$ cat config.mk
export PLATFORM = sky130hd
export DESIGN_NAME = ddc_top
export DESIGN_NICKNAME = d
export VERILOG_FILES = /design/src/common/ddc_pkg.sv /design/src/common/ddc_cfg_if.sv /design/src/ddc_core.sv /design/src/ddc_top.sv
export SDC_FILE = /design/constraint.sdc
export NUM_CORES = 1
export LEC_CHECK = 0
export CORE_ASPECT_RATIO = 1.2
export CORE_MARGIN = 1.5
export CORE_UTILIZATION = 62
export DETAILED_ROUTE_END_ITERATION = 7
export DONT_BUFFER_PORTS = 1
export PLACE_DENSITY = 0.78
export SLEW_MARGIN = 20
export SYNTH_ARGS = -nofsm -noshare
export SYNTH_HDL_FRONTEND = slang
export SYNTH_SLANG_ARGS = --single-unit
$ cat constraint.sdc
create_clock -name clk_i -period 15.6 [get_ports clk_i]
set_clock_uncertainty 0.05 [all_clocks]
set_input_delay 0.78 -clock clk_i [delete_from_list [all_inputs] [get_ports clk_i]]
set_output_delay 0.78 -clock clk_i [all_outputs]
set_load 0.01 [all_outputs]
$ cat src/common/ddc_pkg.sv
package ddc_pkg;
    // ==================================================
    // Register offsets
    localparam logic [5:0]  ADDR_PD     = 6'h1d;
    localparam logic [5:0]  ADDR_CLK    = 6'h1e;
    localparam logic [5:0]  ADDR_MODE   = 6'h1f;
    localparam logic [5:0]  ADDR_FILT   = 6'h20;
    localparam logic [5:0]  ADDR_AUX_HI = 6'h26;
    localparam logic [5:0]  ADDR_AUX_LO = 6'h27;
    // ==================================================
    // Field positions and writable masks
    localparam int          PD_QDAC_BIT   = 2;
    localparam int          CLK_BYP_BIT   = 5;
    localparam int          CLK_RANGE_BIT = 6;
    localparam int          MODE_LSB      = 1;
    localparam int          MODE_SRC_BIT  = 4;
    localparam int          FILT_SDO_BIT  = 0;
    localparam int          FILT_LSBF_BIT = 1;
    localparam int          FILT_SINC_BIT = 6;
    localparam logic [7:0]  PD_MASK   = 8'h04;
    localparam logic [7:0]  CLK_MASK  = 8'h7f;
    localparam logic [7:0]  MODE_MASK = 8'h1e;
    localparam logic [7:0]  FILT_MASK = 8'h43;
    // ==================================================
    // Values after reset, and ratio clamp limits
    localparam logic [7:0]  RST_PD   = 8'h00;
    localparam logic [7:0]  RST_CLK  = 8'h04;
    localparam logic [7:0]  RST_MODE = 8'h00;
    localparam logic [7:0]  RST_FILT = 8'h00;
    localparam logic [11:0] RST_AUX  = 12'h000;
    localparam logic [4:0]  MULT_MIN = 5'h04;
    localparam logic [4:0]  MULT_MAX = 5'h14;
    // ==================================================
    // Pin synchroniser layout, and last serial bit count
    localparam int          SYNC_W      = 22;
    localparam int          SY_UPD      = 0;
    localparam int          SY_DIFF     = 1;
    localparam int          SY_PSEL     = 2;
    localparam int          SY_SDIO     = 3;
    localparam int          SY_CS       = 4;
    localparam int          SY_SCLK     = 5;
    localparam int          SY_RD       = 6;
    localparam int          SY_WR       = 7;
    localparam int          SY_DATA     = 8;
    localparam int          SY_ADDR     = 16;
    localparam logic [21:0] SYNC_RST    = 22'h0000d0;
    localparam logic [2:0]  BIT_LAST    = 3'h7;
    // ==================================================
    // Types
    typedef enum logic [2:0] {
        DDC_SINGLE = 3'h0,
        DDC_FSK    = 3'h1,
        DDC_RAMP   = 3'h2,
        DDC_CHIRP  = 3'h3,
        DDC_BPSK   = 3'h4
    } ddc_mode_t;

    typedef enum logic [2:0] {
        SER_IDLE  = 3'b001,
        SER_INSTR = 3'b010,
        SER_DATA  = 3'b100
    } ddc_ser_st_t;
endpackage : ddc_pkg

$ cat src/common/ddc_cfg_if.sv
`timescale 1ns/10ps
interface ddc_cfg_if;
    logic        q_pd;
    logic        pll_range;
    logic        pll_bypass;
    logic [4:0]  mult;
    logic [2:0]  mode_code;
    logic        aux_src;
    logic        sinc_byp;
    logic [11:0] aux_data;

    modport drv  (output q_pd, pll_range, pll_bypass, mult, mode_code, aux_src, sinc_byp,
                  aux_data);
    modport core (input q_pd, pll_range, pll_bypass, mult, mode_code, aux_src, sinc_byp,
                  aux_data);
endinterface : ddc_cfg_if

$ cat src/ddc_core.sv
`timescale 1ns/10ps
module ddc_core
    import ddc_pkg::*;
(
    input  wire logic        clk_i,
    input  wire logic        sys_rst_i,
    ddc_cfg_if.core          cfg,
    input  wire logic [11:0] q_path_data_i,
    output logic      [11:0] q_dac_data_o,
    output logic             q_dac_pd_o,
    output logic             i_sinc_bypass_o,
    output logic             q_sinc_bypass_o,
    output logic      [4:0]  ref_mult_o,
    output logic             pll_range_o,
    output logic             sysclk_from_ref_o,
    output logic      [2:0]  mode_o
);
    typedef struct packed {
        ddc_mode_t   mode;
        logic [4:0]  mult;
        logic [11:0] qd;
        logic        pd;
        logic        isb;
        logic        qsb;
        logic        range;
        logic        byp;
    } ddc_core_st_t;

    ddc_core_st_t q, d;

    // ==================================================
    // Core configuration decode
    always_comb begin
        d = q;
        case (cfg.mode_code)
            3'h0:    d.mode = DDC_SINGLE;
            3'h1:    d.mode = DDC_FSK;
            3'h2:    d.mode = DDC_RAMP;
            3'h3:    d.mode = DDC_CHIRP;
            3'h4:    d.mode = DDC_BPSK;
            default: d.mode = DDC_SINGLE;
        endcase
        // Out-of-range ratios clamp so the loop never sees an illegal divider
        if (cfg.mult < MULT_MIN)      d.mult = MULT_MIN;
        else if (cfg.mult > MULT_MAX) d.mult = MULT_MAX;
        else                          d.mult = cfg.mult;
        // Converter sample is refreshed every cycle from the selected source
        d.qd    = cfg.aux_src ? cfg.aux_data : q_path_data_i;
        d.pd    = cfg.q_pd;
        d.isb   = cfg.sinc_byp;
        d.qsb   = cfg.sinc_byp | cfg.aux_src;
        d.range = cfg.pll_range;
        d.byp   = cfg.pll_bypass;
    end

    always_ff @(posedge clk_i or posedge sys_rst_i) begin
        if (sys_rst_i) begin
            q <= '{mode: DDC_SINGLE, mult: MULT_MIN, qd: 12'h000, pd: 1'b0, isb: 1'b0,
                   qsb: 1'b0, range: 1'b0, byp: 1'b0};
        end else begin
            q <= d;
        end
    end

    assign q_dac_data_o      = q.qd;
    assign q_dac_pd_o        = q.pd;
    assign i_sinc_bypass_o   = q.isb;
    assign q_sinc_bypass_o   = q.qsb;
    assign ref_mult_o        = q.mult;
    assign pll_range_o       = q.range;
    assign sysclk_from_ref_o = q.byp;
    assign mode_o            = q.mode;
endmodule : ddc_core

$ cat src/ddc_top.sv
`timescale 1ns/10ps
// Notes on behaviour
// Aux select feeds Q converter user data
// Host may update aux data via either port
// Converter sample taken every clock
// Power-down bit stops only Q converter
// Aux data never passes inverse sinc
// Sinc active after reset, bypass bit skips
// Five-bit ratio field, four to twenty
// Bypass bit clocks system from reference
// Host sets range bit per clock rate
// Differential pin picks differential reference
// Port pin high parallel, low serial
// Serial bit order set by control bit
// Readback pin select routes serial output
// Three-bit field selects operating mode
// Reset returns mode to single tone
// Writes buffered, applied on update edge
// Undefined mode codes behave as single tone
module ddc_top
    import ddc_pkg::*;
(
    input  wire logic        clk_i,
    input  wire logic        sys_rst_i,
    input  wire logic        port_sel_i,
    input  wire logic        differential_ref_select_i,
    input  wire logic        update_clk_i,
    input  wire logic [5:0]  par_addr_i,
    input  wire logic [7:0]  par_data_i,
    input  wire logic        par_wr_n_i,
    input  wire logic        par_rd_n_i,
    output logic      [7:0]  par_data_o,
    output logic             par_data_oe_o,
    input  wire logic        ser_sclk_i,
    input  wire logic        ser_cs_n_i,
    input  wire logic        ser_sdio_i,
    output logic             ser_sdio_o,
    output logic             ser_sdio_oe_o,
    output logic             ser_sdo_o,
    input  wire logic [11:0] q_path_data_i,
    output logic      [11:0] q_dac_data_o,
    output logic             q_dac_pd_o,
    output logic             i_sinc_bypass_o,
    output logic             q_sinc_bypass_o,
    output logic      [4:0]  ref_mult_o,
    output logic             pll_range_o,
    output logic             sysclk_from_ref_o,
    output logic             ref_diff_en_o,
    output logic      [2:0]  mode_o
);
    typedef struct packed {
        logic [21:0] s1;
        logic [21:0] s2;
        logic [21:0] s3;
        logic [21:0] f;
        logic [7:0]  pd;
        logic [7:0]  clk;
        logic [7:0]  mode;
        logic [7:0]  filt;
        logic [11:0] aux;
        logic [7:0]  a_pd;
        logic [7:0]  a_clk;
        logic [7:0]  a_mode;
        logic [7:0]  a_filt;
        logic [11:0] a_aux;
        ddc_ser_st_t st;
        logic [2:0]  bcnt;
        logic [7:0]  sh;
        logic [7:0]  o;
        logic [5:0]  addr;
        logic        rd;
        logic        sdo;
        logic [7:0]  pdo;
        logic        pdo_oe;
    } ddc_top_st_t;

    ddc_top_st_t q, d;
    logic        psel;
    logic        wr_rise;
    logic        upd_rise;
    logic        sclk_rise;
    logic        sclk_fall;
    logic        lsbf;
    logic        sdo_sel;
    logic [7:0]  nb;

    // ==================================================
    // Register access helpers
    function automatic logic [7:0] rd_reg(input ddc_top_st_t s, input logic [5:0] a);
        logic [7:0] v;
        v = 8'h00;
        case (a)
            ADDR_PD:     v = s.pd;
            ADDR_CLK:    v = s.clk;
            ADDR_MODE:   v = s.mode;
            ADDR_FILT:   v = s.filt;
            ADDR_AUX_HI: v = {4'h0, s.aux[11:8]};
            ADDR_AUX_LO: v = s.aux[7:0];
            default:     v = 8'h00;
        endcase
        return v;
    endfunction : rd_reg

    function automatic ddc_top_st_t wr_reg(input ddc_top_st_t s, input logic [5:0] a,
                                           input logic [7:0] v);
        ddc_top_st_t r;
        r = s;
        case (a)
            ADDR_PD:     r.pd        = v & PD_MASK;
            ADDR_CLK:    r.clk       = v & CLK_MASK;
            ADDR_MODE:   r.mode      = v & MODE_MASK;
            ADDR_FILT:   r.filt      = v & FILT_MASK;
            ADDR_AUX_HI: r.aux[11:8] = v[3:0];
            ADDR_AUX_LO: r.aux[7:0]  = v;
            default:     r.pd        = s.pd;
        endcase
        return r;
    endfunction : wr_reg

    // ==================================================
    // Next-state logic
    always_comb begin
        d    = q;
        // Three-stage pin capture; a level counts once stages two and three agree
        d.s1 = {par_addr_i, par_data_i, par_wr_n_i, par_rd_n_i, ser_sclk_i, ser_cs_n_i,
                ser_sdio_i, port_sel_i, differential_ref_select_i, update_clk_i};
        d.s2 = q.s1;
        d.s3 = q.s2;
        d.f  = (q.s2 & q.s3) | (q.f & (q.s2 | q.s3));

        psel      = d.f[SY_PSEL];
        wr_rise   = d.f[SY_WR] & ~q.f[SY_WR];
        upd_rise  = d.f[SY_UPD] & ~q.f[SY_UPD];
        sclk_rise = d.f[SY_SCLK] & ~q.f[SY_SCLK];
        sclk_fall = ~d.f[SY_SCLK] & q.f[SY_SCLK];
        lsbf      = q.filt[FILT_LSBF_BIT];
        sdo_sel   = q.filt[FILT_SDO_BIT];
        nb        = lsbf ? {d.f[SY_SDIO], q.sh[7:1]} : {q.sh[6:0], d.f[SY_SDIO]};

        // Core copy takes the buffer as it stood before any write in this cycle
        if (upd_rise) begin
            d.a_pd   = q.pd;
            d.a_clk  = q.clk;
            d.a_mode = q.mode;
            d.a_filt = q.filt;
            d.a_aux  = q.aux;
        end

        // Parallel port: write lands on the trailing edge of the strobe
        d.pdo    = rd_reg(q, d.f[SY_ADDR +: 6]);
        d.pdo_oe = psel & ~d.f[SY_RD];
        if (psel && wr_rise) begin
            d = wr_reg(d, d.f[SY_ADDR +: 6], d.f[SY_DATA +: 8]);
        end

        // Serial port: instruction byte (bit 7 read, bits 5:0 address), then data
        // bytes with auto-incrementing address
        if (psel || d.f[SY_CS]) begin
            d.st   = SER_IDLE;
            d.bcnt = 3'h0;
            d.rd   = 1'b0;
        end else begin
            if (q.st == SER_IDLE) begin
                d.st = SER_INSTR;
            end
            if (sclk_rise) begin
                d.sh   = nb;
                d.bcnt = q.bcnt + 3'h1;
                if (q.bcnt == BIT_LAST) begin
                    case (q.st)
                        SER_IDLE, SER_INSTR: begin
                            d.rd   = nb[7];
                            d.addr = nb[5:0];
                            d.o    = rd_reg(q, nb[5:0]);
                            d.st   = SER_DATA;
                        end
                        SER_DATA: begin
                            if (!q.rd) begin
                                d = wr_reg(d, q.addr, nb);
                            end
                            d.addr = q.addr + 6'h1;
                            d.o    = rd_reg(q, q.addr + 6'h1);
                        end
                        default: d.st = SER_IDLE;
                    endcase
                end
            end
            // Read data changes on the falling edge so the host samples on the rising one
            if (sclk_fall && q.st == SER_DATA && q.rd) begin
                d.sdo = lsbf ? q.o[0] : q.o[7];
                d.o   = lsbf ? {1'b0, q.o[7:1]} : {q.o[6:0], 1'b0};
            end
        end
    end

    always_ff @(posedge clk_i or posedge sys_rst_i) begin
        if (sys_rst_i) begin
            q        <= '0;
            q.s1     <= SYNC_RST;
            q.s2     <= SYNC_RST;
            q.s3     <= SYNC_RST;
            q.f      <= SYNC_RST;
            q.pd     <= RST_PD;
            q.clk    <= RST_CLK;
            q.mode   <= RST_MODE;
            q.filt   <= RST_FILT;
            q.aux    <= RST_AUX;
            q.a_pd   <= RST_PD;
            q.a_clk  <= RST_CLK;
            q.a_mode <= RST_MODE;
            q.a_filt <= RST_FILT;
            q.a_aux  <= RST_AUX;
            q.st     <= SER_IDLE;
        end else begin
            q <= d;
        end
    end

    // ==================================================
    // Pin outputs
    assign par_data_o    = q.pdo;
    assign par_data_oe_o = q.pdo_oe;
    assign ser_sdio_o    = q.sdo;
    // Shared data pin turns round only when no dedicated readback pin is chosen
    assign ser_sdio_oe_o = ~q.f[SY_PSEL] & ~q.f[SY_CS] & (q.st == SER_DATA) & q.rd
                           & ~sdo_sel;
    assign ser_sdo_o     = sdo_sel & q.sdo;
    assign ref_diff_en_o = q.f[SY_DIFF];

    // ==================================================
    // Active configuration to the core
    ddc_cfg_if cfg ();

    assign cfg.q_pd       = q.a_pd[PD_QDAC_BIT];
    assign cfg.pll_range  = q.a_clk[CLK_RANGE_BIT];
    assign cfg.pll_bypass = q.a_clk[CLK_BYP_BIT];
    assign cfg.mult       = q.a_clk[4:0];
    assign cfg.mode_code  = q.a_mode[MODE_LSB +: 3];
    assign cfg.aux_src    = q.a_mode[MODE_SRC_BIT];
    assign cfg.sinc_byp   = q.a_filt[FILT_SINC_BIT];
    assign cfg.aux_data   = q.a_aux;

    ddc_core u_core (
        .clk_i             (clk_i),
        .sys_rst_i         (sys_rst_i),
        .cfg               (cfg),
        .q_path_data_i     (q_path_data_i),
        .q_dac_data_o      (q_dac_data_o),
        .q_dac_pd_o        (q_dac_pd_o),
        .i_sinc_bypass_o   (i_sinc_bypass_o),
        .q_sinc_bypass_o   (q_sinc_bypass_o),
        .ref_mult_o        (ref_mult_o),
        .pll_range_o       (pll_range_o),
        .sysclk_from_ref_o (sysclk_from_ref_o),
        .mode_o            (mode_o)
    );
endmodule : ddc_top

==> key figures, run 1 <==
Status
  – Status: finished, final reports clean

Placed design
  – Placed Cells: 891
  – DP HPWL: 16.10 mm
  – Placed Area: 0.009393 mm2
  – Setup WS pre-CTS: 12480 ps
  – RD Place Congestion: 0.9520
  – IO Port Bufs: 0

Timing
  – Worst slew margin: 0.2538
  – RSZ-0062 raised after global routing: no
  – Peak Freq: 0.3238 GHz
  – Final hold vios: 0
  – Time the worst path needs with I/O delays and setup: 3089 ps
  – Final setup viols: 0
  – Final worst slack: 12510 ps
  – Worst hold margin: 202.4 ps
  – Final TNS setup: 0 ps
  – Slew @ Worst Pin: 1110 ps
  – Fin crit share: 0.1980
  – Slew Limit Fails: 0

Worst setup path
  – Crit path required time: 14770 ps
  – Crit path max-delay cell type: or3b_1
  – Worst setup EP type: output port
  – Worst Path Buf+Inv: 0
  – Startpoint types: flip-flop
  – Crit Path Max Fanout: 16
  – Crit Reg-Reg Endpoint: q[114]$_DFF_PP0_
  – Reg2Reg Setup Slack: 12730 ps
  – Max stage delay on crit path: 720 ps
  – Cell Chain, Critical Path: or3b_1, nor4_1
  – Worst EP arrival: 2260 ps
  – Worst r2r src: q[129]$_DFF_PP0_
  – Top cell family by delay on the critical path: simple AND/OR/NAND/NOR gates
  – Critical path class: flip-flop to output port
  – Reg2Reg Depth: 6

Routing
  – Routed via count: 6253
  – WL final: 23.32 mm
  – Drt wl/cell: 24.99 um
  – ANT nets after route: 0
  – Initial drt markers: 780
  – Vias per cell: 6.702
  – Drt first pass iters: 6
  – Residual DRC: 0

Clock network
  – H-tree depth reported by CTS: 1
  – Root Buffer: clkbuf_16
  – Worst-path clk slew: 60 ps
  – Clock Latency Late Sink: 520 ps
  – TritonCTS Buffers: 22
  – Post-cts hold buffer count: 0
  – Post_cts resized: 0
  – CTS tree: done
  – Post-CTS Setup Bufs: 0
  – Clock tree buffer depth: 3
  – Total clock sinks: 221

Cells and area
  – Area growth from synthesis to layout: 9.161%
  – Sequential cell area: 0.005552 mm2
  – Most frequent cells in the layout: dfrtp_1 (204), mux2i_1 (76), mux2_2 (39)
  – Most common cell after layout, fill and taps aside: dfrtp_1
  – Layout cells sized above 1: 0.1680
  – Final Core Density: 0.6986
  – # fillers: 988
  – Cell Count, Final, Fillers Out: 933
  – Post-Layout Inst Area: 0.01015 mm2
  – Nets: 759
  – Multi-input logic area: 0.003525 mm2

Floorplanning
  – Core ar.: 0.01453 mm2
  – IO Count: 74
  – Initial Utilization: 0.6400
  – # rows: 48
  – Die Wd: 114.8 um
  – Die Ht: 137.2 um
  – Die ar.: 0.01575 mm2

Global route
  – Tot GR Track Use: 0.3072
  – Global-route wire length before repair: 36.18 mm
  – Largest net degree at the start of global routing: 138
  – Grt total ovfl: 0
  – Initial antenna violation count: 1
  – Number of global-route vias before repair: 6132

Logic synthesis
  – Most used DFF post-synth: dfrtp_1
  – Yosys cell types: 73
  – Synth Net Count: 767
  – EDFF count, synth: 0
  – Sequential fraction of the synthesis area: 0.5967
  – Synthesis-stage register bit count: 221
  – Cells after Synth: 724
  – Post-Syn Area per Cell: 12.85 um2
  – Post-Syn Area: 0.009301 mm2
  – Ys Warns: 0
  – Post-synth ARST share: 1.000

Worst hold path
  – Hold Path Cell Cnt: 0
  – Worst hold endpoint: q[199]$_DFF_PP1_
  – Tightest Hold Check Type: primary input to flip-flop
  – Hold_sp: par_rd_n_i

Run
  – Max Cap Viol: 0

Power
  – Tot Pwr: 1.304 mW
  – Logic pwr share: 0.089
  – Sw Pwr: 0.3393 mW
  – Reg power frac: 0.501
  – Max VDD drop: 0.09912 mV
  – Part of the power in the clock network: 0.410
  – Leak Pwr: 4.429 nW
  – Int Pwr: 0.9647 mW
  – Switching portion of total power: 0.2602
  – Pwr Density: 128.4 mW/mm2
## flip-flops by register name, indices dropped and copies added (netlist names)
register / count
q: 159
u_core.i_sinc_bypass_o: 1
cfg.mult: 5
cfg.pll_range: 1
u_core.q_dac_data_o: 12
lsbf: 1
cfg.q_pd: 1
u_core.mode_o: 3
cfg.sinc_byp: 1
u_core.sysclk_from_ref_o: 1
u_core.q_sinc_bypass_o: 1
ref_diff_en_o: 1
u_core.ref_mult_o: 5
u_core.pll_range_o: 1
cfg.mode_code: 3
cfg.aux_data: 12
ser_sdio_o: 1
par_data_o: 8
cfg.pll_bypass: 1
par_data_oe_o: 1
cfg.aux_src: 1
u_core.q_dac_pd_o: 1
## logic make-up (layout without fill, tap and decap cells)
family | count (synthesis) | in the layout | synth area share
adder cells (fa/ha/maj) | 27 | 27 | 0.03121
AO/OA/AOI/OAI | 142 | 142 | 0.1078
other | 0 | 1 | 0
flip-flops | 221 | 221 | 0.5967
AND/OR/NAND/NOR | 170 | 170 | 0.1067
multiplexers | 116 | 116 | 0.1305
buffers and inverters | 45 | 53 | 0.02435
XOR/XNOR | 3 | 3 | 0.002825
## how the worst max path moves through the flow
stage	slack, ps	from	depth (start not counted)	endpoint
floorplan	8750	sys_rst_i	1	cfg.aux_data[0]$_DFFE_PP0P_
global placement	12620	lsbf$_DFF_PP0_	6	q[18]$_DFFE_PP0P_
detailed placement	12480	lsbf$_DFF_PP0_	7	q[19]$_DFFE_PP0P_
CTS	12480	lsbf$_DFF_PP0_	6	q[20]$_DFFE_PP0P_
global route	12450	q[37]$_DFF_PP0_	2	ser_sdio_oe_o
finish	12510	q[37]$_DFF_PP0_	2	ser_sdio_oe_o
## power groups by stage
| stage | Combinational (mW) | Clock [mW] | Sequential (mW) |
|---|---|---|---|
| after floorplan | 0.0862 | 0 | 0.644 |
| after global placement | 0.111 | 0 | 0.660 |
| after detailed placement | 0.114 | 0 | 0.662 |
| after CTS | 0.116 | 0.541 | 0.652 |
| after global routing | 0.127 | 0.565 | 0.656 |
| final | 0.116 | 0.535 | 0.653 |
## cell type report
cell class	instances	area share
inverters	8	0.003697
multi-input cells	458	0.3471
diodes	1	0.0002465
well taps	200	0.02465
clock buffers	31	0.06149
repair buffers	5	0.004436
flip-flops and latches	221	0.5468
clock inverters	9	0.01158
## routing by layer
metal	vias up	global-route usage	part of all wire	wire, um
met5	-	0	0	0
met2	365	0.5096	0.48	11300
met4	0	0.1337	0.051	1179
met1	3130	0.4075	0.39	9164
li1	2665	-	-	-
met3	93	0.04355	0.072	1678
## cell usage after synthesis, drive strengths merged, types with 4 or more instances
library cell	n	area, um2
nor2	34	150.1
ha	7	87.58
mux2	39	439.2
a211oi	6	45.04
buf	25	151.4
a31oi	4	25.02
and2	23	143.9
nor4	6	73.82
a222oi	12	120.1
mux2i	77	774.5
maj3	20	202.7
a22oi	20	150.1
clkbuf	12	45.04
nand2	34	140.1
or3b	4	37.54
o21ai	14	70.07
nor3	14	85.08
o22ai	6	37.54
nand4	7	43.79
nand3	16	85.08
dfrtp	205	5130
nor2b	5	31.28
and3	8	50.05
o31ai	8	65.06
dfstp	16	420.4
inv	8	30.03
a21oi	36	180.2
No activity file was read; power rests on OpenSTA's default activity.
==> run 2: changes to the inputs <==
- CORE_UTILIZATION: 62 -> 57
- PLACE_DENSITY: 0.78 -> 0.75
- clock period: 15.6 -> 2.8 ns (I/O delays scaled with it)
==> run 2 against run 1 <==
Effect of this change:
- wire length grew 6.4%
- setup slack lost 12000 ps
- sequential power grew to 5.5 times the previous value
- utilization shrank 2.3 points
- register-to-register slack lost 13000 ps
- first-iteration DRC count shrank 24%
- hold slack lost 81 ps
- via count grew 0.61%
- clock power grew to 5.1 times the previous value
- count of clock-buffer cells in the layout is the same
- critical path depth grew 4
- total power grew to 5.5 times the previous value
- critical path type is now flip-flop to flip-flop
- critical endpoint is now q[18]$_DFFE_PP0P_
- largest power group unchanged
- highest routed layer unchanged
==> key figures, run 2 (synthesis results as in run 1) <==
Timing
  – Final hold vios: 0 (unchanged)
  – Fin crit share: 0.9289
  – Slew @ Worst Pin: 773.0 ps (-336.8 ps)
  – Final setup viols: 0 (unchanged)
  – Time the worst path needs with I/O delays and setup: 2601 ps
  – Final TNS setup: 0 ps (unchanged)
  – RSZ-0062 raised after global routing: no
  – Slew Limit Fails: 0 (unchanged)
  – Final worst slack: 198.9 ps (-12310 ps)
  – Worst slew margin: 0.4808 (+0.2270)
  – Peak Freq: 0.3845 GHz

Clock network
  – H-tree depth reported by CTS: 1 (unchanged)
  – Post_cts resized: 0 (unchanged)
  – Post-CTS Setup Bufs: 0 (unchanged)
  – Clock Latency Late Sink: 510 ps (about the same)
  – Root Buffer: clkbuf_16
  – TritonCTS Buffers: 21 (-4.5%)
  – Total clock sinks: 221 (unchanged)
  – CTS tree: done
  – Post-cts hold buffer count: 35 (+35)
  – Clock tree buffer depth: 3 (unchanged)
  – Worst-path clk slew: 70 ps (about the same)

Power
  – Sw Pwr: 1.874 mW (+450%)
  – Leak Pwr: 4.675 nW (+5.6%)
  – Pwr Density: 670.3 mW/mm2 (+420%)
  – Tot Pwr: 7.136 mW (+450%)
  – Int Pwr: 5.262 mW (+450%)
  – Part of the power in the clock network: 0.383 (-0.027)
  – Switching portion of total power: 0.2627 (+0.002484)
  – Reg power frac: 0.508 (+0.007)
  – Max VDD drop: 0.5981 mV (+500%)
  – Logic pwr share: 0.109 (+0.020)

Worst setup path
  – Crit Path Max Fanout: 14 (-2)
  – Startpoint types: flip-flop
  – Worst setup EP type: flip-flop
  – Crit path required time: 3130 ps (-11640 ps)
  – Worst EP arrival: 2930 ps (+670 ps)
  – Critical path class: flip-flop to flip-flop

Cells and area
  – Post-Layout Inst Area: 0.01065 mm2 (+4.8%)
  – Most frequent cells in the layout: dfrtp_1 (205), mux2i_1 (76), mux2_2 (39)
  – Top reg by flops: q
  – Nets: 817 (+7.6%)
  – Cell Count, Final, Fillers Out: 997 (+6.9%)
  – Area growth from synthesis to layout: 14.45%
  – Layout cells sized above 1: 0.1838 (+0.01574)
  – Max FFs per register: 159 (unchanged)
  – ANT cells: 0 (-1)
  – Most common cell after layout, fill and taps aside: dfrtp_1

Floorplanning
  – # rows: 50 (+4.2%)
  – Initial Utilization: 0.5900 (-0.04998)
  – Die ar.: 0.01710 mm2 (+8.6%)
  – Die Ht: 142.9 um (+4.2%)
  – Core ar.: 0.01577 mm2 (+8.5%)
  – IO Count: 74 (unchanged)
  – Die Wd: 119.6 um (+4.2%)

Global route
  – Largest net degree at the start of global routing: 76 (-45%)
  – Initial antenna violation count: 0 (-1)
  – Grt total ovfl: 0 (unchanged)
  – Number of global-route vias before repair: 6521 (+6.3%)
  – Global-route wire length before repair: 38.94 mm (+7.6%)
  – Tot GR Track Use: 0.3015 (-0.005692)

Placed design
  – DP HPWL: 17.82 mm (+11%)
  – Placed Cells: 924 (+3.7%)
  – IO Port Bufs: 0 (unchanged)
  – RD Place Congestion: 0.9400 (-1.3%)
  – Setup WS pre-CTS: 254.1 ps (-12220 ps)
  – Placed Area: 0.009624 mm2 (+2.5%)

Run
  – Max Cap Viol: 0 (unchanged)

Routing
  – Drt wl/cell: 24.88 um (-0.44%)
  – Initial drt markers: 595 (-24%)
  – Routed via count: 6291 (+0.61%)
  – Drt first pass iters: 8 (+2)
  – Vias per cell: 6.310 (-5.9%)
  – WL final: 24.81 mm (+6.4%)
  – Residual DRC: 0 (unchanged)
  – ANT nets after route: 0 (unchanged)

Status
  – Status: finished, final reports clean

Worst hold path
  – Tightest Hold Check Type: primary input to flip-flop
run 2: cell types whose count changed in the layout (fill, tap and decap cells not counted), sizes merged:
cell	delta
diode	-1
inv	-1
bufinv	-2
buf	+24
clkinv	+1
dlygate4sd3	+35
run 2: stage by stage:
| stage | util | hold WS (ps) |
|---|---|---|
| final | 0.6752 | 121.6 |
| after global routing | 0.6752 | 114.4 |
| after CTS | 0.6752 | 116.7 |
| after detailed placement | 0.6105 | 29.10 |
| after global placement | 0.6105 | 22.78 |
| after floorplan | - | 94.48 |
run 2: worst paths after layout:
check / from / end / slack (ps) / cells after the start
worst max-delay path: lsbf$_DFF_PP0_ / q[18]$_DFFE_PP0P_ / 200 / 6
worst min-delay path: par_wr_n_i / q[200]$_DFF_PP1_ / 120 / 1
worst max register to register: lsbf$_DFF_PP0_ / q[18]$_DFFE_PP0P_ / 200 / 6
worst min register to register: q[214]$_DFF_PP0_ / q[192]$_DFF_PP0_ / 300 / 0
max in group asynchronous: sys_rst_i / u_core.q_dac_data_o[6]$_DFF_PP0_ / 1780 / 3
min in group asynchronous: sys_rst_i / q[11]$_DFFE_PP0P_ / 140 / 2
run 2: critical path: stages, from the launching register on:
cell	delay [ps]
dfrtp_1	620
and4bb_2	300
o21ai_0	420
nor3_1	120
a221oi_1	440
o221ai_1	220
a221o_1	320
run 2: routing by layer:
metal  share of wire  global-route usage  routed length (um)
met5               0                   0                   0
met4           0.043              0.1247                1060
met3           0.058             0.04673                1450
met2            0.50              0.5172               12470
met1            0.40              0.3844                9824
run 2: cell type report:
class / instances / area [um2]
clock buffer: 31 / 623.1
clock inverter: 7 / 47.55
fill: 1088 / 5120
inverter: 8 / 33.78
multi-input combinational: 458 / 3525
sequential: 221 / 5550
tap: 208 / 260.3
timing repair buffer: 64 / 605.6
run 2: power groups by stage:
| stage | Sequential, mW | Clock [mW] | Combinational (mW) |
|---|---|---|---|
| 2_1_floorplan | 3.59 | 0 | 0.481 |
| 3_3_place_gp | 3.66 | 0 | 0.705 |
| 3_5_place_dp | 3.68 | 0 | 0.727 |
| 4_1_cts | 3.62 | 2.78 | 0.777 |
| 5_1_grt | 3.65 | 2.89 | 0.846 |
| 6_report | 3.62 | 2.73 | 0.778 |
